[src/ccc_params.svh]
// register offsets, field layout, reset values and line geometry for the cache control block
`ifndef CCC_PARAMS_SVH
`define CCC_PARAMS_SVH

`define CCC_OFS_SIZE_CFG 12'h000
`define CCC_OFS_PROG_CC 12'h004
`define CCC_OFS_DATA_CC 12'h008
`define CCC_OFS_L2_CFG 12'h00c
`define CCC_OFS_INV_BASE 12'h010
`define CCC_OFS_INV_COUNT 12'h014
`define CCC_OFS_INV_ALL 12'h018
`define CCC_OFS_STATUS 12'h01c
`define CCC_OFS_MAR0 12'h100
`define CCC_MAR_WORDS 16
`define CCC_MAR_TOP 12'h13c

`define CCC_POS_PSIZE 0
`define CCC_POS_DSIZE 4
`define CCC_POS_MODE 0
`define CCC_POS_PRIOR 16
`define CCC_POS_CACHEABLE 0

`define CCC_RST_L1_SIZE 3'h0
`define CCC_RST_L2_SIZE 2'h0
`define CCC_LINE_BYTES 32
`define CCC_LINE_SHIFT 5
`define CCC_ALL_LINES 1024

`endif

[src/ccc_pkg.sv]
// types shared by the cache control block
package ccc_pkg;
	typedef enum logic [2:0] {
		CCC_L1_0K,
		CCC_L1_4K,
		CCC_L1_8K,
		CCC_L1_16K,
		CCC_L1_32K
	} ccc_l1_size_e;
	typedef enum logic [1:0] {
		CCC_L2_32K,
		CCC_L2_64K,
		CCC_L2_128K,
		CCC_L2_256K
	} ccc_l2_size_e;
	typedef enum logic {
		CCC_MODE_NORMAL,
		CCC_MODE_FREEZE
	} ccc_mode_e;
endpackage

[src/ccc_op_if.sv]
// start and progress signals between the register file and the line walker
`timescale 1ns/10ps
interface ccc_op_if;
	logic start;
	logic whole;
	logic [31:0] base;
	logic [31:0] bytes;
	logic busy;
	logic [31:0] remain;
	logic [31:0] line_addr;
	logic line_strobe;
	modport ctrl (output start, output whole, output base, output bytes,
		input busy, input remain, input line_addr, input line_strobe);
	modport walk (input start, input whole, input base, input bytes,
		output busy, output remain, output line_addr, output line_strobe);
endinterface

[src/ccc_axil_slave.sv]
// axi4-lite slave front end: accepts one write and one read at a time
`timescale 1ns/10ps
module ccc_axil_slave (
	input wire logic core_clk,
	input wire logic arst_n,
	input wire logic clk_en,
	input wire logic [11:0] awaddr,
	input wire logic awvalid,
	output logic awready,
	input wire logic [31:0] wdata,
	input wire logic [3:0] wstrb,
	input wire logic wvalid,
	output logic wready,
	output logic bvalid,
	input wire logic bready,
	input wire logic [11:0] araddr,
	input wire logic arvalid,
	output logic arready,
	output logic rvalid,
	input wire logic rready,
	output logic wr_go,
	output logic [11:0] wr_addr,
	output logic [31:0] wr_data,
	output logic [3:0] wr_strb,
	output logic rd_go,
	output logic [11:0] rd_addr
);
	logic aw_have_q;
	logic w_have_q;
	logic aw_have_d;
	logic w_have_d;
	logic bvalid_d;
	logic rvalid_d;

	// write address and data captured in either order
	always_ff @(posedge core_clk or negedge arst_n) begin
		if (!arst_n) begin
			aw_have_q <= 1'b0;
			w_have_q <= 1'b0;
			wr_addr <= 12'h000;
			wr_data <= 32'h0;
			wr_strb <= 4'h0;
		end else if (clk_en) begin
			if (awvalid && awready) begin
				aw_have_q <= 1'b1;
				wr_addr <= awaddr;
			end else if (wr_go) begin
				aw_have_q <= 1'b0;
			end
			if (wvalid && wready) begin
				w_have_q <= 1'b1;
				wr_data <= wdata;
				wr_strb <= wstrb;
			end else if (wr_go) begin
				w_have_q <= 1'b0;
			end
		end
	end

	assign wr_go = aw_have_q && w_have_q && !bvalid;

	// next values of the holding flags, so the ready outputs can come from flops
	always_comb begin
		aw_have_d = aw_have_q;
		w_have_d = w_have_q;
		bvalid_d = bvalid;
		rvalid_d = rvalid;
		if (awvalid && awready) begin
			aw_have_d = 1'b1;
		end else if (wr_go) begin
			aw_have_d = 1'b0;
		end
		if (wvalid && wready) begin
			w_have_d = 1'b1;
		end else if (wr_go) begin
			w_have_d = 1'b0;
		end
		if (wr_go) begin
			bvalid_d = 1'b1;
		end else if (bready) begin
			bvalid_d = 1'b0;
		end
		if (rd_go) begin
			rvalid_d = 1'b1;
		end else if (rready) begin
			rvalid_d = 1'b0;
		end
	end

	// ready outputs registered; high out of reset
	always_ff @(posedge core_clk or negedge arst_n) begin
		if (!arst_n) begin
			awready <= 1'b1;
			wready <= 1'b1;
			arready <= 1'b1;
		end else if (clk_en) begin
			awready <= !aw_have_d && !bvalid_d;
			wready <= !w_have_d && !bvalid_d;
			arready <= !rvalid_d;
		end
	end

	// write response after both halves
	always_ff @(posedge core_clk or negedge arst_n) begin
		if (!arst_n) begin
			bvalid <= 1'b0;
		end else if (clk_en) begin
			if (wr_go) begin
				bvalid <= 1'b1;
			end else if (bready) begin
				bvalid <= 1'b0;
			end
		end
	end

	// read accept; data follows next cycle
	always_ff @(posedge core_clk or negedge arst_n) begin
		if (!arst_n) begin
			rvalid <= 1'b0;
			rd_addr <= 12'h000;
		end else if (clk_en) begin
			if (rd_go) begin
				rvalid <= 1'b1;
				rd_addr <= araddr;
			end else if (rready) begin
				rvalid <= 1'b0;
			end
		end
	end

	assign rd_go = arvalid && !rvalid;
endmodule

[src/ccc_line_walker.sv]
// walks cache lines of a range or the whole cache, one line per cycle
`timescale 1ns/10ps
`include "ccc_params.svh"
module ccc_line_walker import ccc_pkg::*; #(
	parameter int ALL_LINES = `CCC_ALL_LINES
) (
	input wire logic core_clk,
	input wire logic arst_n,
	input wire logic clk_en,
	ccc_op_if.walk op
);
	logic [31:0] addr_q;
	logic [31:0] lines_q;
	logic [31:0] first_line;
	logic [31:0] last_line;
	logic [31:0] span_lines;

	// lines touched even partly count whole
	always_comb begin
		first_line = op.base >> `CCC_LINE_SHIFT;
		last_line = (op.base + op.bytes - 32'h1) >> `CCC_LINE_SHIFT;
		span_lines = (op.bytes == 32'h0) ? 32'h0 : (last_line - first_line + 32'h1);
	end

	// line counter and address
	always_ff @(posedge core_clk or negedge arst_n) begin
		if (!arst_n) begin
			addr_q <= 32'h0;
			lines_q <= 32'h0;
		end else if (clk_en) begin
			if (op.start && lines_q == 32'h0) begin
				addr_q <= op.whole ? 32'h0 : {first_line[26:0], 5'h00};
				lines_q <= op.whole ? 32'(ALL_LINES) : span_lines;
			end else if (lines_q != 32'h0) begin
				addr_q <= addr_q + 32'(`CCC_LINE_BYTES);
				lines_q <= lines_q - 32'h1; // count down
			end
		end
	end

	assign op.busy = (lines_q != 32'h0);
	assign op.line_strobe = (lines_q != 32'h0);
	assign op.line_addr = addr_q;
	// remaining length in bytes, zero when done
	assign op.remain = {lines_q[26:0], 5'h00};
endmodule

[src/ccc_top.sv]
// cache size, cacheability, freeze and invalidate control with an axi4-lite register file
`timescale 1ns/10ps
`include "ccc_params.svh"
module ccc_top import ccc_pkg::*; #(
	parameter int MAR_WORDS = `CCC_MAR_WORDS,
	parameter int ALL_LINES = `CCC_ALL_LINES
) (
	input wire logic core_clk,
	input wire logic arst_n,
	input wire logic clk_en,
	input wire logic [11:0] s_axi_awaddr,
	input wire logic [2:0] s_axi_awprot,
	input wire logic s_axi_awvalid,
	output logic s_axi_awready,
	input wire logic [31:0] s_axi_wdata,
	input wire logic [3:0] s_axi_wstrb,
	input wire logic s_axi_wvalid,
	output logic s_axi_wready,
	output logic [1:0] s_axi_bresp,
	output logic s_axi_bvalid,
	input wire logic s_axi_bready,
	input wire logic [11:0] s_axi_araddr,
	input wire logic [2:0] s_axi_arprot,
	input wire logic s_axi_arvalid,
	output logic s_axi_arready,
	output logic [31:0] s_axi_rdata,
	output logic [1:0] s_axi_rresp,
	output logic s_axi_rvalid,
	input wire logic s_axi_rready,
	output logic [2:0] prog_size,
	output logic [2:0] data_size,
	output logic [1:0] l2_size,
	output logic prog_frozen,
	output logic data_frozen,
	output logic [32*`CCC_MAR_WORDS-1:0] cacheable,
	output logic inval_strobe,
	output logic [31:0] inval_addr,
	output logic op_busy
);
	logic wr_go;
	logic rd_go;
	logic [11:0] wr_addr;
	logic [11:0] rd_addr;
	logic [31:0] wr_data;
	logic [3:0] wr_strb;
	logic [2:0] psize_q;
	logic [2:0] dsize_q;
	logic [1:0] l2size_q;
	ccc_mode_e pmode_q;
	ccc_mode_e dmode_q;
	ccc_mode_e pprior_q;
	ccc_mode_e dprior_q;
	logic [31:0] mar_q [MAR_WORDS];
	logic [31:0] base_q;
	logic [31:0] bytes_q;
	logic start_q;
	logic whole_q;
	logic wr_ok;
	logic rd_ok;
	logic [31:0] rd_word;
	logic [11:0] mar_idx_w;
	logic [11:0] mar_idx_r;
	logic awbusy_unused;
	logic awready_i;
	logic wready_i;
	logic bvalid_i;
	logic arready_i;
	logic rvalid_i;

	ccc_op_if op ();

	ccc_axil_slave u_bus (
		.core_clk(core_clk),
		.arst_n(arst_n),
		.clk_en(clk_en),
		.awaddr(s_axi_awaddr),
		.awvalid(s_axi_awvalid),
		.awready(awready_i),
		.wdata(s_axi_wdata),
		.wstrb(s_axi_wstrb),
		.wvalid(s_axi_wvalid),
		.wready(wready_i),
		.bvalid(bvalid_i),
		.bready(s_axi_bready),
		.araddr(s_axi_araddr),
		.arvalid(s_axi_arvalid),
		.arready(arready_i),
		.rvalid(rvalid_i),
		.rready(s_axi_rready),
		.wr_go(wr_go),
		.wr_addr(wr_addr),
		.wr_data(wr_data),
		.wr_strb(wr_strb),
		.rd_go(rd_go),
		.rd_addr()
	);

	ccc_line_walker #(.ALL_LINES(ALL_LINES)) u_walk (
		.core_clk(core_clk),
		.arst_n(arst_n),
		.clk_en(clk_en),
		.op(op)
	);

	assign s_axi_awready = awready_i;
	assign s_axi_wready = wready_i;
	assign s_axi_bvalid = bvalid_i;
	assign s_axi_arready = arready_i;
	assign s_axi_rvalid = rvalid_i;
	assign rd_addr = s_axi_araddr;
	assign awbusy_unused = ^{s_axi_awprot, s_axi_arprot, wr_strb};

	// start of the walker
	assign op.start = start_q;
	assign op.whole = whole_q;
	assign op.base = base_q;
	assign op.bytes = bytes_q;

	// address decode for writes and reads
	assign mar_idx_w = (wr_addr - `CCC_OFS_MAR0) >> 2;
	assign mar_idx_r = (rd_addr - `CCC_OFS_MAR0) >> 2;

	always_comb begin
		wr_ok = 1'b0;
		case (wr_addr)
			`CCC_OFS_SIZE_CFG, `CCC_OFS_PROG_CC, `CCC_OFS_DATA_CC, `CCC_OFS_L2_CFG,
			`CCC_OFS_INV_BASE, `CCC_OFS_INV_COUNT, `CCC_OFS_INV_ALL: wr_ok = 1'b1;
			default: wr_ok = (wr_addr >= `CCC_OFS_MAR0) && (wr_addr <= `CCC_MAR_TOP)
				&& (wr_addr[1:0] == 2'b00);
		endcase
	end

	// size registers; only legal codes are taken
	always_ff @(posedge core_clk or negedge arst_n) begin
		if (!arst_n) begin
			psize_q <= `CCC_RST_L1_SIZE;
			dsize_q <= `CCC_RST_L1_SIZE;
			l2size_q <= `CCC_RST_L2_SIZE;
		end else if (clk_en && wr_go) begin
			if (wr_addr == `CCC_OFS_SIZE_CFG) begin
				if (wr_data[`CCC_POS_PSIZE +: 3] <= 3'(CCC_L1_32K)) begin
					psize_q <= wr_data[`CCC_POS_PSIZE +: 3];
				end
				if (wr_data[`CCC_POS_DSIZE +: 3] <= 3'(CCC_L1_32K)) begin
					dsize_q <= wr_data[`CCC_POS_DSIZE +: 3];
				end
			end
			if (wr_addr == `CCC_OFS_L2_CFG) begin
				l2size_q <= wr_data[1:0];
			end
		end
	end

	// freeze control; old mode kept for the prior field
	always_ff @(posedge core_clk or negedge arst_n) begin
		if (!arst_n) begin
			pmode_q <= CCC_MODE_NORMAL;
			dmode_q <= CCC_MODE_NORMAL;
			pprior_q <= CCC_MODE_NORMAL;
			dprior_q <= CCC_MODE_NORMAL;
		end else if (clk_en && wr_go) begin
			if (wr_addr == `CCC_OFS_PROG_CC) begin
				pprior_q <= pmode_q;
				pmode_q <= ccc_mode_e'(wr_data[`CCC_POS_MODE]);
			end
			if (wr_addr == `CCC_OFS_DATA_CC) begin
				dprior_q <= dmode_q;
				dmode_q <= ccc_mode_e'(wr_data[`CCC_POS_MODE]);
			end
		end
	end

	// cacheable bits, cleared at reset
	always_ff @(posedge core_clk or negedge arst_n) begin
		if (!arst_n) begin
			for (int i = 0; i < MAR_WORDS; i++) begin
				mar_q[i] <= 32'h0;
			end
		end else if (clk_en && wr_go && wr_ok && wr_addr >= `CCC_OFS_MAR0) begin
			mar_q[mar_idx_w[3:0]] <= {31'h0, wr_data[`CCC_POS_CACHEABLE]};
		end
	end

	// invalidate base, count and launch; count and launch writes while busy are dropped
	always_ff @(posedge core_clk or negedge arst_n) begin
		if (!arst_n) begin
			base_q <= 32'h0;
			bytes_q <= 32'h0;
			start_q <= 1'b0;
			whole_q <= 1'b0;
		end else if (clk_en) begin
			start_q <= 1'b0;
			if (wr_go && wr_addr == `CCC_OFS_INV_BASE) begin
				base_q <= wr_data;
			end
			if (wr_go && !op.busy && !start_q) begin
				if (wr_addr == `CCC_OFS_INV_COUNT && wr_data != 32'h0) begin
					bytes_q <= wr_data;
					whole_q <= 1'b0;
					start_q <= 1'b1;
				end
				if (wr_addr == `CCC_OFS_INV_ALL && wr_data[0]) begin
					whole_q <= 1'b1;
					start_q <= 1'b1;
				end
			end
		end
	end

	// read mux
	always_comb begin
		rd_ok = 1'b1;
		rd_word = 32'h0;
		case (rd_addr)
			`CCC_OFS_SIZE_CFG: rd_word = {25'h0, dsize_q, 1'b0, psize_q};
			`CCC_OFS_PROG_CC: rd_word = {15'h0, pprior_q, 15'h0, pmode_q};
			`CCC_OFS_DATA_CC: rd_word = {15'h0, dprior_q, 15'h0, dmode_q};
			`CCC_OFS_L2_CFG: rd_word = {30'h0, l2size_q};
			`CCC_OFS_INV_BASE: rd_word = base_q;
			`CCC_OFS_INV_COUNT: rd_word = op.remain;
			`CCC_OFS_INV_ALL: rd_word = {31'h0, op.busy & whole_q};
			`CCC_OFS_STATUS: rd_word = {31'h0, !(op.busy || start_q)}; // done
			default: begin
				rd_ok = (rd_addr >= `CCC_OFS_MAR0) && (rd_addr <= `CCC_MAR_TOP)
					&& (rd_addr[1:0] == 2'b00);
				rd_word = rd_ok ? mar_q[mar_idx_r[3:0]] : 32'h0;
			end
		endcase
	end

	// registered bus answers
	always_ff @(posedge core_clk or negedge arst_n) begin
		if (!arst_n) begin
			s_axi_rdata <= 32'h0;
			s_axi_rresp <= 2'b00;
			s_axi_bresp <= 2'b00;
		end else if (clk_en) begin
			if (rd_go) begin
				s_axi_rdata <= rd_word;
				s_axi_rresp <= rd_ok ? 2'b00 : 2'b10;
			end
			if (wr_go) begin
				s_axi_bresp <= wr_ok ? 2'b00 : 2'b10;
			end
		end
	end

	// registered cache-facing outputs
	always_ff @(posedge core_clk or negedge arst_n) begin
		if (!arst_n) begin
			prog_size <= `CCC_RST_L1_SIZE;
			data_size <= `CCC_RST_L1_SIZE;
			l2_size <= `CCC_RST_L2_SIZE;
			prog_frozen <= 1'b0;
			data_frozen <= 1'b0;
			cacheable <= '0;
			inval_strobe <= 1'b0;
			inval_addr <= 32'h0;
			op_busy <= 1'b0;
		end else if (clk_en) begin
			prog_size <= psize_q;
			data_size <= dsize_q;
			l2_size <= l2size_q;
			prog_frozen <= (pmode_q == CCC_MODE_FREEZE);
			data_frozen <= (dmode_q == CCC_MODE_FREEZE);
			for (int i = 0; i < MAR_WORDS; i++) begin
				cacheable[i*32 +: 32] <= {31'h0, mar_q[i][0]};
			end
			inval_strobe <= op.line_strobe;
			inval_addr <= op.line_addr;
			op_busy <= op.busy || start_q;
		end
	end
endmodule

[config.mk]
export PLATFORM = sky130hd
export DESIGN_NAME = ccc_top
export DESIGN_NICKNAME = d
export VERILOG_FILES = /design/src/ccc_pkg.sv /design/src/ccc_op_if.sv /design/src/ccc_axil_slave.sv /design/src/ccc_line_walker.sv /design/src/ccc_top.sv
export VERILOG_INCLUDE_DIRS = /design/src /design/src/src
export SDC_FILE = /design/constraint.sdc
export NUM_CORES = 1
export LEC_CHECK = 0
export BUFFER_PORTS_ARGS = -buffer_cell sky130_fd_sc_hd__buf_2
export CAP_MARGIN = 20
export CORE_MARGIN = 2
export CORE_UTILIZATION = 35
export DETAILED_ROUTE_END_ITERATION = 8
export PLACE_DENSITY = 0.64
export SYNTH_ARGS = -nofsm -noshare
export SYNTH_HDL_FRONTEND = slang
export SYNTH_HIERARCHICAL = 1
export SYNTH_SLANG_ARGS = --single-unit
[constraint.sdc]
create_clock -name core_clk -period 7.39 [get_ports core_clk]
set_input_delay 0.3695 -clock core_clk [delete_from_list [all_inputs] [get_ports core_clk]]
set_output_delay 0.3695 -clock core_clk [all_outputs]
set_load 0.05 [all_outputs]
# After elaboration in Yosys (flattened, before gate mapping)
# Cells that the tools add are included.
dict set report classes {
  order_cmp 9
  bitwise_logic 3
  n_reduce_logical 56
  n_eq_ne 13
  add_sub_neg 8
  muxes 32
}
# op n
set op_table {}
lappend op_table {{512-bit bitwise mux} 1}
lappend op_table {{32-bit 2-to-1 mux} 11}
lappend op_table {{32-bit case mux with 8 select lines} 1}
lappend op_table {{32-bit binary-select mux with 4-bit select} 1}
lappend op_table {{32-bit demux with 4-bit select} 1}
lappend op_table {{12-bit by 5-bit == test with 1-bit output (second input constant)} 7}
lappend op_table {{32-bit logical NOT} 2}
lappend op_table {{32-bit nonzero test} 2}
lappend op_table {{32-bit by 1-bit subtractor with 32-bit output (second input constant)} 2}
lappend op_table {{12-bit by 4-bit == test with 1-bit output (second input constant)} 4}
lappend op_table {{32-bit by 1-bit adder with 32-bit output (second input constant)} 1}
lappend op_table {{32-bit adder} 1}
lappend op_table {{32-bit by 6-bit adder with 32-bit output (second input constant)} 1}
lappend op_table {{27-bit by 27-bit subtractor with 28-bit output} 1}
lappend op_table {{12-bit by 3-bit == test with 1-bit output (second input constant)} 2}
lappend op_table {{12-bit by 9-bit >= comparator with 1-bit output (second input constant)} 2}
lappend op_table {{12-bit by 9-bit <= comparator with 1-bit output (second input constant)} 2}
lappend op_table {{12-bit logical NOT} 2}
lappend op_table {{1-bit logical AND} 21}
lappend op_table {{2-bit AND reduction} 9}
lappend op_table {{1-bit 2-to-1 mux} 15}
lappend op_table {{3-bit AND reduction} 4}
lappend op_table {{6-bit by 1-bit subtractor with 6-bit output (second input constant)} 2}
lappend op_table {{5-bit >= comparator (second input constant)} 2}
lappend op_table {{other kinds (11)} 24}
dict set report word_totals {
  inputBits 74
  reg_bits 801
  output_inout_bits 597
  elab_cells 171
}

# Depth between registers and ports, before layout
# Gate-level depths: netlist of run 1.
dict set report logic_depth {
  ltp_word 7
  mapped_depth 27
  mapped_depth_nobuf 25
}

# Hierarchy
# The synthesis of run 1 kept the hierarchy.
# module instances cells_per_inst area_per_inst_um2
set by_module_without_submodules {}
lappend by_module_without_submodules {ccc_top 1 1106 11853.9}
lappend by_module_without_submodules {ccc_line_walker 1 1146 8308.0}
lappend by_module_without_submodules {ccc_axil_slave 1 160 2710.1}

# Worst setup path before layout of run 1
# No wires, ideal clock.
dict set report synth_timing {
  kind {reg-to-reg}
  from {reg bytes_q[4]}
  to {reg u_walk.lines_q[30]}
  slack_ns 1.374
  path_buffers 1
  arrival_ns 5.885
  synth_period_minus_slack_ns 6.016
  path_stages_with_launch 27
  required_time_ns 7.259
  cell_sequence {dfrtp_1 > inv_1 > ha_1 > inv_1 > ha_1 > and4b_1 > a221oi_1 > nor2b_1 > a221oi_1 > o21ai_0 > and2_1 > o21a_1 > o21ai_0 > a21oi_1 > xor2_1 > ha_1 > buf_2 > a21o_1 > a31o_2 > o211ai_1 > a21oi_1 > a2111oi_0 > xnor2_1 > nand4_2 > or3_1 > o311ai_2 > nand2_1}
}
dict set report synth_via {
  elab_chain_cells 7
}
# item line_no
set synth_rtl {}
lappend synth_rtl {{start: declaration} ccc_top.sv:55} ;# logic [31:0] bytes_q;
lappend synth_rtl {{start signal: assignment} ccc_top.sv:198} ;# bytes_q <= wr_data;
lappend synth_rtl {{32-bit adder} ccc_line_walker.sv:21} ;# last_line = (op.base + op.bytes - 32'h1) >> `CCC_LINE_SHIFT;
lappend synth_rtl {{32-bit by 1-bit subtractor with 32-bit output} ccc_line_walker.sv:21}
lappend synth_rtl {{27-bit by 27-bit subtractor with 28-bit output} ccc_line_walker.sv:22} ;# span_lines = (op.bytes == 32'h0) ? 32'h0 : (last_line - first_line + 32'h1);
lappend synth_rtl {{32-bit by 1-bit adder with 32-bit output} ccc_line_walker.sv:22}
lappend synth_rtl {{32-bit 2-to-1 mux (*)} ccc_line_walker.sv:22}
lappend synth_rtl {{32-bit 2-to-1 mux (*)} ccc_line_walker.sv:33} ;# lines_q <= op.whole ? 32'(ALL_LINES) : span_lines;
lappend synth_rtl {{32-bit 2-to-1 mux (*)} ccc_line_walker.sv:31} ;# if (op.start && lines_q == 32'h0) begin
lappend synth_rtl {{end signal: assignment} ccc_line_walker.sv:33}
lappend synth_rtl {{end signal: assignment} ccc_line_walker.sv:36} ;# lines_q <= lines_q - 32'h1;
lappend synth_rtl {{end: declaration} ccc_line_walker.sv:13} ;# logic [31:0] lines_q;
# Every way passes the cells marked *; elsewhere a longest branch is shown, timed or not.
# A chain may end at the register's enable or synchronous reset.

# Final worst setup path of run 1
dict set report layout_timing {
  from {reg bytes_q[3]}
  to {reg u_walk.lines_q[31]}
}
# The elaborated chain is that of the path after synthesis.

==> impl_metrics.csv, run 1 <==
group,metric,value,unit
floorplanning,die-area,65600,um^2
critical_path,path_max_fanout,9,
clock_network,cts_max_level,1,
global_route,grt_pass1_vias,14300,
global_route,top_usage_layer,"met2",
critical_path,endpoint_kind,"flip-flop",
floorplanning,io_pins,671,
critical_path,crit_top_cell,"ha_1",
finish,n_fill_cell,6323,
yosys,synth_warnings,6,
critical_path,crit_path_top_delay_cell,"a2111oi_1",
critical_path,critical_path_buf_inv_count,2,
timing,setup_tns,0,ns
yosys,synth_cells,2378,
timing,worst_slew_pin_slew,1.15,ns
power,power.leakage,11.5,nW
worst_hold_path,min_path_type,"primary input to flip-flop",
timing,max_freq,0.146,GHz
run,maxCapViolations,0,
critical_path,cpPeakStageDelay,0.57,ns
floorplanning,core-area,63000,um^2
placed_design,gp_congestion,0.848,
finish,final_core_util,0.366,
clock_network,clock-sinks,298,
route,vias_per_cell,4.58,
timing,rsz0062_at_grt,"no",
route,routed_wl,52600,um
clock_network,cts_buffer_depth,3,
route,wire_per_inst,15.6,um
timing,drv_slew,0,
route,final_antenna_net_count,0,
route,drc,0,
finish,drive_gt1_frac,0.183,
clock_network,path_clk_slew,0.06,ns
clock_network,cts_buffers,31,
global_route,globalRouteOverflowTotal,0,
global_route,use_met2,0.249,
power,net-switching-power,3.03,mW
global_route,use_met1,0.203,
floorplanning,initial_core_util,0.354,
power,p_sw_frac,0.440,
floorplanning,row_count,92,
timing,slew_headroom,0.225,
timing,hold_viol_final,0,
route,vias,15400,
critical_path,setup.worst_path.class,"flip-flop to flip-flop",
finish,nets,2664,
power,power_frac_comb,0.443,
global_route,antenna_found_initial,1,
critical_path,start_kind,"flip-flop",
timing,setup-violations-final,0,
yosys,syn_area_per_cell,9.36,um^2
finish,diodes,0,
power,power.internal,3.85,mW
finish,syn_to_final_growth,3.60,%
floorplanning,die_width,256,um
critical_path,crit_required,7.85,ns
placed_design,portBuffers,162,
power,pwr-share-clk,0.232,
route,drt_iter0_drc,1082,
run_status,status,"finished, final reports clean",
clock_network,clock_latency,0.60,ns
timing,min_period,6.87,ns
critical_path,cp_top_family,"compound AO/OA/AOI/OAI gates",
global_route,grt_pass1_wl,81200,um
global_route,met3_usage,0.0340,
power,powerDensity,298,nW/um^2
power,seq_power_share,0.325,
floorplanning,die_h,256,um
timing,min_period_over_period,0.929,
global_route,grt_usage,0.152,
yosys,syn_area,22300,um^2
placed_design,dp_hpwl,39900,um
clock_network,tritoncts,"yes",
critical_path,cp.arrival,7.33,ns
route,firstDrtPassIters,5,
power,max-vdd-ir-drop,0.291,mV
clock_network,cts_root_buf,"clkbuf_16",
timing,skew,0.0197,ns
global_route,grt_max_degree,180,
power by group through the flow:
stage,Clock [mW],Combinational (mW),Sequential [mW]
2_1_floorplan,0,2.71,2.20
3_3_place_gp,0,2.96,2.25
3_5_place_dp,0,2.99,2.26
4_1_cts,1.63,3.02,2.23
5_1_grt,1.70,3.34,2.28
6_report,1.60,3.04,2.23
worst reg2reg max path: cells and delay by family, from the launching register on:
family          cells  cell delay, ns
fa+ha+maj           3            0.95
flops               1            0.37
simple gates        5            1.20
compound gates     13            3.67
xor+xnor            2            0.45
buf+inv             2            0.09
placed cells by master (no fill, tap or decap), types with 9 or more instances in the layout:
master,n
a21oi_1,121
ha_1,89
buf_2,161
o21ai_0,93
o211ai_1,9
nor3_1,55
and2_1,14
dfrtp_1,295
conb_1,508
nor2_1,119
o21a_1,12
o31ai_1,10
clkbuf_16,31
and4_1,9
mux2i_1,44
dlygate4sd3_1,26
nand2b_1,15
mux2_4,55
clkbuf_1,10
mux2_2,138
and3_1,13
nand4_1,22
inv_1,149
nand2_1,112
nor4_1,47
xnor2_1,46
buf_4,15
a31oi_1,25
nand3_1,37
xor2_1,18
a21o_1,24
or3_1,15
nor2b_1,13
state kept, by name, indices dropped and copies added (netlist names), 2 cells and up:
signal and cells:
psize_q 3, data_size 3, mar_q 16, dsize_q 3, inval_addr 32, s_axi_rdata 32
base_q 32, bytes_q 32, cacheable 16, prog_size 3, u_bus/wr_addr 12, u_walk/lines_q 32
l2_size 2, u_walk/op.line_addr 27, u_bus/wr_data 32, l2size_q 2
worst paths after layout:
kind,start,to,slack [ns],depth (start not counted)
max,bytes_q[3],u_walk/lines_q[31],0.52,25
min,s_axi_awaddr[10],u_bus/wr_addr[10],0.02,2
max reg2reg,bytes_q[3],u_walk/lines_q[31],0.52,25
min reg2reg,s_axi_rdata[29],s_axi_rdata[29],0.47,2
max in group asynchronous,arst_n,bytes_q[27],5.46,3
min in group asynchronous,arst_n,cacheable[192],0.47,2
per-stage QoR:
| stage | cell area, um^2 | instances | power (mW) | worst slack [ns] | hold WS, ns |
|---|---|---|---|---|---|
| 3_5_place_dp | 21800 | 3285 | 5.25 | 0.519 | 0.465 |
| 5_1_grt | 23100 | 3370 | 7.31 | 0.0766 | 0.0101 |
| 2_1_floorplan | 24200 | 2884 | 4.91 | 1.37 | 0.0739 |
| 3_3_place_gp | 21800 | 3285 | 5.22 | 0.607 | 0.459 |
| 6_report | 23100 | 3370 | 6.87 | 0.521 | 0.0223 |
| 4_1_cts | 23000 | 3368 | 6.88 | 0.496 | 0.000751 |
per-layer routing:
layer / part of all wire / wire (um)
met1: 0.44 / 23100
met2: 0.47 / 24500
met3: 0.070 / 3670
met4: 0.025 / 1330
met5: 0.00021 / 11
cell type report:
type | instances | area (um^2) | share of cell area
multi-input combinational | 1813 | 11700 | 0.508
clock buffer | 48 | 910 | 0.0394
tap | 846 | 1060 | 0.0459
inverter | 151 | 567 | 0.0246
timing repair buffer | 205 | 1220 | 0.0531
sequential | 298 | 7460 | 0.323
clock inverter | 9 | 115 | 0.00499
repair_timing:
item / in CTS / in global routing
setup buffers: 0 / 0
gates resized for setup: 0 / 2
hold endpoints to repair: 142 / 0
setup endpoints to repair: 0 / 4
hold buffers: 26 / 0
No activity file was read; power rests on OpenSTA's default activity.
==> run 2: changes to the inputs <==
CTS_CLUSTER_DIAMETER = 200   (was default)
MAX_ROUTING_LAYER = met4   (was default)
TNS_END_PERCENT = 20   (was default)
==> impl_metrics.csv, run 2 (same netlist as run 1, synthesis figures left out) <==
group,metric,value,unit
timing,hold_viol_final,0,
route,wl_met3,3540,um
clock_network,cts_root_buf,"clkbuf_16",
critical_path,path_max_fanout,9,
clock_network,cts_max_level,1,
power,powerDensity,297,nW/um^2
clock_network,path_clk_slew,0.06,ns
route,vias_per_cell,4.59,
timing,max_freq,0.149,GHz
timing,skew,0.0202,ns
clock_network,tritoncts,"yes",
timing,setup_slack,0.666,ns
power,power.leakage,11.5,nW
finish,final_cell_mix,"508 x conb_1, 295 x dfrtp_1, 163 x buf_2",
timing,setup-violations-final,0,
finish,n_fill_cell,6470,
power,seq_power_share,0.326,
floorplanning,die_h,256,um
global_route,antenna_found_initial,1,
worst_hold_path,min_path_type,"primary input to flip-flop",
route,vias,15500,
power,power_frac_comb,0.442,
clock_network,clock_latency,0.60,ns
critical_path,cp.arrival,7.17,ns
floorplanning,core-area,63000,um^2
finish,drive_gt1_frac,0.182,
clock_network,cts_buffer_depth,3,
global_route,grt_pass1_vias,14300,
critical_path,crit_required,7.84,ns
timing,slew_headroom,0.262,
route,drt_iter0_drc,1143,
finish,syn_to_final_growth,3.79,%
clock_network,cts_buffers,31,
floorplanning,initial_core_util,0.354,
placed_design,place_area,21800,um^2
timing,worst_slew_pin_slew,1.09,ns
timing,min_period,6.72,ns
run,maxCapViolations,0,
power,power.internal,3.86,mW
placed_design,dp_hpwl,40000,um
power,max-vdd-ir-drop,0.341,mV
route,final_antenna_net_count,0,
route,drc,0,
floorplanning,row_count,92,
floorplanning,die-area,65600,um^2
power,power.total,6.86,mW
global_route,grt_pass1_wl,81300,um
timing,rsz0062_at_grt,"no",
route,wl_met1,23000,um
power,p_sw_frac,0.437,
route,firstDrtPassIters,6,
critical_path,endpoint_kind,"flip-flop",
timing,min_period_over_period,0.910,
timing,setup_tns,0,ns
route,top_layer_used,"met4",
floorplanning,io_pins,671,
power,pwr-share-clk,0.232,
timing,drv_slew,0,
global_route,grt_max_degree,130,
clock_network,post_cts_buffers,0,
global_route,grt_usage,0.157,
route,routed_wl,52500,um
critical_path,start_kind,"flip-flop",
route,wire_per_inst,15.5,um
route,wl_met2,24700,um
global_route,globalRouteOverflowTotal,0,
finish,nets,2670,
run_status,status,"finished, final reports clean",
floorplanning,die_width,256,um
critical_path,setup.worst_path.class,"flip-flop to flip-flop",
placed_design,gp_congestion,0.861,
power,net-switching-power,3.00,mW
clock_network,clock-sinks,298,
placed_design,portBuffers,162,
finish,layout_commonest_cell,"conb_1",
placed_design,post-place-ws,0.574,ns
finish,fin_area,23100,um^2
[run 2: changes by cell type in the layout (fill, tap and decap cells not counted), moves of 2 or more]
| cell | previous run | this run |
|---|---|---|
| buf_2 | 161 | 163 |
| clkbuf_1 | 10 | 13 |
| clkinvlp_4 | 2 | 0 |
| clkbuf_8 | 7 | 5 |
| buf_4 | 15 | 18 |
[run 2: area by class of cell]
class	instances	area [um^2]	share of cell area
Clock inverter	7	125	0.00542
Multi-Input combinational cell	1813	11700	0.507
Sequential cell	298	7460	0.323
Timing Repair Buffer	211	1270	0.0552
Clock buffer	49	893	0.0387
Antenna cell	1	2.50	0.000108
Inverter	151	567	0.0245
Tap cell	846	1060	0.0458
[run 2: what timing repair did]
action | CTS | global route
gates resized for setup | 0 | 1
endpoints found under the hold margin | 150 | 0
hold buffers | 27 | 0
endpoints found under the setup margin | 0 | 4
[run 2: path summary, 6_finish.rpt]
kind                                  from                  to  slack [ns]  cells after the start
min in group asynchronous           arst_n      cacheable[224]        0.46                      2
max reg2reg                      base_q[6]  u_walk/lines_q[31]        0.67                     25
max                              base_q[6]  u_walk/lines_q[31]        0.67                     25
min reg2reg                s_axi_rdata[28]     s_axi_rdata[28]        0.47                      2
max in group asynchronous           arst_n      inval_addr[28]        5.46                      3
min                        s_axi_wdata[24]   u_bus/wr_data[24]        0.03                      2
[run 2: per-layer routing]
metal  up-vias  GRT usage
met5         -          -
met4         0     0.0357
met3        70     0.0282
met2       513      0.250
met1      7458      0.208
li1       7445          -
[run 2: critical path, cell delays in order, from the launching register on]
cell      delay (ns)
dfrtp_1         0.46
inv_1           0.11
ha_1            0.29
inv_1           0.04
ha_1            0.35
a21o_1          0.18
a21o_1          0.17
a21o_1          0.20
a221oi_1        0.45
o21ai_0         0.19
and2_1          0.21
o21a_1          0.19
o21ai_0         0.27
a21oi_1         0.13
xor2_1          0.16
ha_1            0.44
nand2_1         0.08
o21ai_0         0.23
nor3_1          0.10
a211oi_1        0.64
nor2_1          0.11
xnor2_1         0.39
nand4_2         0.30
or3_1           0.43
o311ai_2        0.38
nand2_1         0.09
[run 2: metrics by stage]
stage	hold slack [ns]	util	cells
global placement	0.460	0.346	3287
detailed placement	0.465	0.346	3288
global route	0.00526	0.367	3376
finish	0.0326	0.367	3376
floorplan	0.0739	-	2884
CTS	0.00135	0.366	3371
[run 2: power groups by stage]
stage | logic (mW) | registers, mW | clock network, mW
after global routing | 3.31 | 2.28 | 1.71
after floorplan | 2.71 | 2.20 | 0
after detailed placement | 2.99 | 2.26 | 0
final | 3.03 | 2.23 | 1.59
after CTS | 3.01 | 2.23 | 1.63
after global placement | 2.97 | 2.25 | 0
==> run 3: changes to the inputs <==
CORE_AREA = 2 2 264 266   (was default)
CORE_MARGIN = default   (was 2)
CORE_UTILIZATION = default   (was 35)
DIE_AREA = 0 0 266 268   (was default)
PLACE_DENSITY = 0.62   (was 0.64)
==> impl_metrics.csv, run 3 (same netlist as run 1, synthesis figures left out) <==
group,metric,value,unit
critical_path,r2r-start,"bytes_q[4]",
timing,slew_headroom,0.253,
floorplanning,core-area,68200,um^2
global_route,grt_pass1_vias,14100,
route,routed_wl,53900,um
worst_hold_path,hold-path-endpoint,"u_bus/wr_data[23]",
power,seq_power_share,0.312,
clock_network,cts_max_level,1,
timing,setup-violations-final,0,
route,vias_per_cell,4.58,
placed_design,portBuffers,162,
timing,rsz0062_at_grt,"no",
timing,hold_viol_final,0,
finish,nets,2675,
power,max-vdd-ir-drop,0.287,mV
placed_design,place_inst,3326,
critical_path,endpoint_kind,"flip-flop",
route,vias,15700,
power,net-switching-power,3.08,mW
power,power_frac_comb,0.430,
critical_path,cp.arrival,7.44,ns
critical_path,reg2reg_depth,25,
clock_network,ctsResizeCount,0,
global_route,grt_max_degree,122,
finish,syn_to_final_growth,5.13,%
timing,min_period_over_period,0.944,
worst_hold_path,min-delay-start,"s_axi_wdata[23]",
finish,fin_cells,3421,
placed_design,gp_congestion,0.855,
route,drt_iter0_drc,955,
run,maxCapViolations,0,
clock_network,clock-sinks,298,
route,drc,0,
critical_path,setup.worst_path.class,"flip-flop to flip-flop",
floorplanning,initial_core_util,0.326,
global_route,grt_usage,0.147,
clock_network,cts_root_buf,"clkbuf_16",
placed_design,dp_hpwl,41200,um
floorplanning,die_width,266,um
finish,final_cell_mix,"508 x conb_1, 295 x dfrtp_1, 160 x buf_2",
timing,min_period,6.97,ns
worst_hold_path,whs_path_depth,2,
clock_network,clock_latency,0.61,ns
power,p_sw_frac,0.432,
finish,drive_gt1_frac,0.188,
power,power.internal,4.06,mW
floorplanning,die-area,71300,um^2
clock_network,path_clk_slew,0.06,ns
timing,max_freq,0.143,GHz
critical_path,crit_required,7.86,ns
timing,worst_slew_pin_slew,1.11,ns
route,wire_per_inst,15.8,um
critical_path,path_max_fanout,9,
floorplanning,io_pins,671,
power,power.leakage,11.6,nW
critical_path,rrSetupSlack,0.42,ns
floorplanning,row_count,96,
route,firstDrtPassIters,6,
finish,layout_commonest_cell,"conb_1",
route,final_antenna_net_count,0,
critical_path,r2r-end,"u_walk/lines_q[29]",
power,powerDensity,305,nW/um^2
worst_hold_path,min_path_type,"primary input to flip-flop",
clock_network,tritoncts,"yes",
floorplanning,die_h,268,um
global_route,globalRouteOverflowTotal,0,
timing,hold_ws,0.0227,ns
timing,setup_tns,0,ns
clock_network,cts_buffers,31,
global_route,grt_pass1_wl,81400,um
critical_path,start_kind,"flip-flop",
timing,drv_slew,0,
clock_network,cts_buffer_depth,3,
run_status,status,"finished, final reports clean",
power,pwr-share-clk,0.258,
timing,skew,0.0138,ns
global_route,antenna_found_initial,3,
run 3: how the worst max path moves through the flow:
stage / startpoint / end / slack (ns) / cells after the start
6_report: bytes_q[4] / u_walk/lines_q[29] / 0.42 / 25
3_5_place_dp: bytes_q[4] / u_walk/lines_q[29] / 0.50 / 25
2_1_floorplan: bytes_q[4] / u_walk/lines_q[30] / 1.37 / 26
5_1_grt: bytes_q[4] / u_walk/lines_q[29] / 0.004 / 25
3_3_place_gp: bytes_q[4] / u_walk/lines_q[31] / 0.59 / 25
4_1_cts: bytes_q[4] / u_walk/lines_q[30] / 0.48 / 25
run 3: area by class of cell:
type	count	area, um^2
Fill cell	7063	44800
Multi-Input combinational cell	1813	11700
Sequential cell	298	7460
Timing Repair Buffer	216	1340
Tap cell	882	1100
Clock buffer	36	835
Inverter	151	567
Clock inverter	22	367
Antenna cell	3	7.51
run 3: metal layers:
layer / wire length, um / vias to the layer above / GRT usage
met1: 23900 / 7607 / 0.196
met5: 0 / - / -
met4: 1110 / 0 / 0.0320
met2: 25800 / 520 / 0.237
li1: - / 7463 / -
met3: 3060 / 64 / 0.0211
run 3: power groups by stage:
stage          Combinational [mW]  Clock, mW  Sequential [mW]
2_1_floorplan                2.71          0             2.20
3_3_place_gp                 3.00          0             2.25
3_5_place_dp                 3.03          0             2.25
4_1_cts                      3.05       1.88             2.22
5_1_grt                      3.33       1.95             2.26
6_report                     3.07       1.84             2.23
run 3: through the flow:
| step | utilization | power, mW | cell area [um^2] | setup slack, ns |
|---|---|---|---|---|
| 6_report | 0.343 | 7.15 | 23400 | 0.415 |
| 5_1_grt | 0.343 | 7.54 | 23400 | 0.00430 |
| 4_1_cts | 0.342 | 7.15 | 23300 | 0.480 |
| 3_5_place_dp | 0.320 | 5.28 | 21800 | 0.505 |
| 3_3_place_gp | 0.320 | 5.25 | 21800 | 0.593 |
| 2_1_floorplan | - | 4.91 | 24200 | 1.37 |
run 3: critical path, stage by stage, from the launching register on:
cell       delay (ns)
dfrtp_1          0.39
inv_1            0.07
ha_1             0.27
inv_1            0.04
ha_1             0.29
and4b_1          0.20
a221oi_1         0.45
nor2b_1          0.13
a221oi_1         0.42
o21ai_0          0.18
and2_1           0.21
o21a_1           0.19
o21ai_0          0.32
a21oi_1          0.14
xor2_1           0.16
ha_1             0.39
a21o_1           0.25
a31o_2           0.26
o211ai_1         0.17
a21oi_1          0.07
a2111oi_0        0.74
xnor2_1          0.29
nand4_2          0.28
or3_1            0.44
o311ai_2         0.40
nand2_1          0.09
run 3: what timing repair did:
item	in CTS	in global routing
hold buffers	31	0
hold endpoints to repair	146	0
endpoints found under the setup margin	0	0
setup buffers	0	0
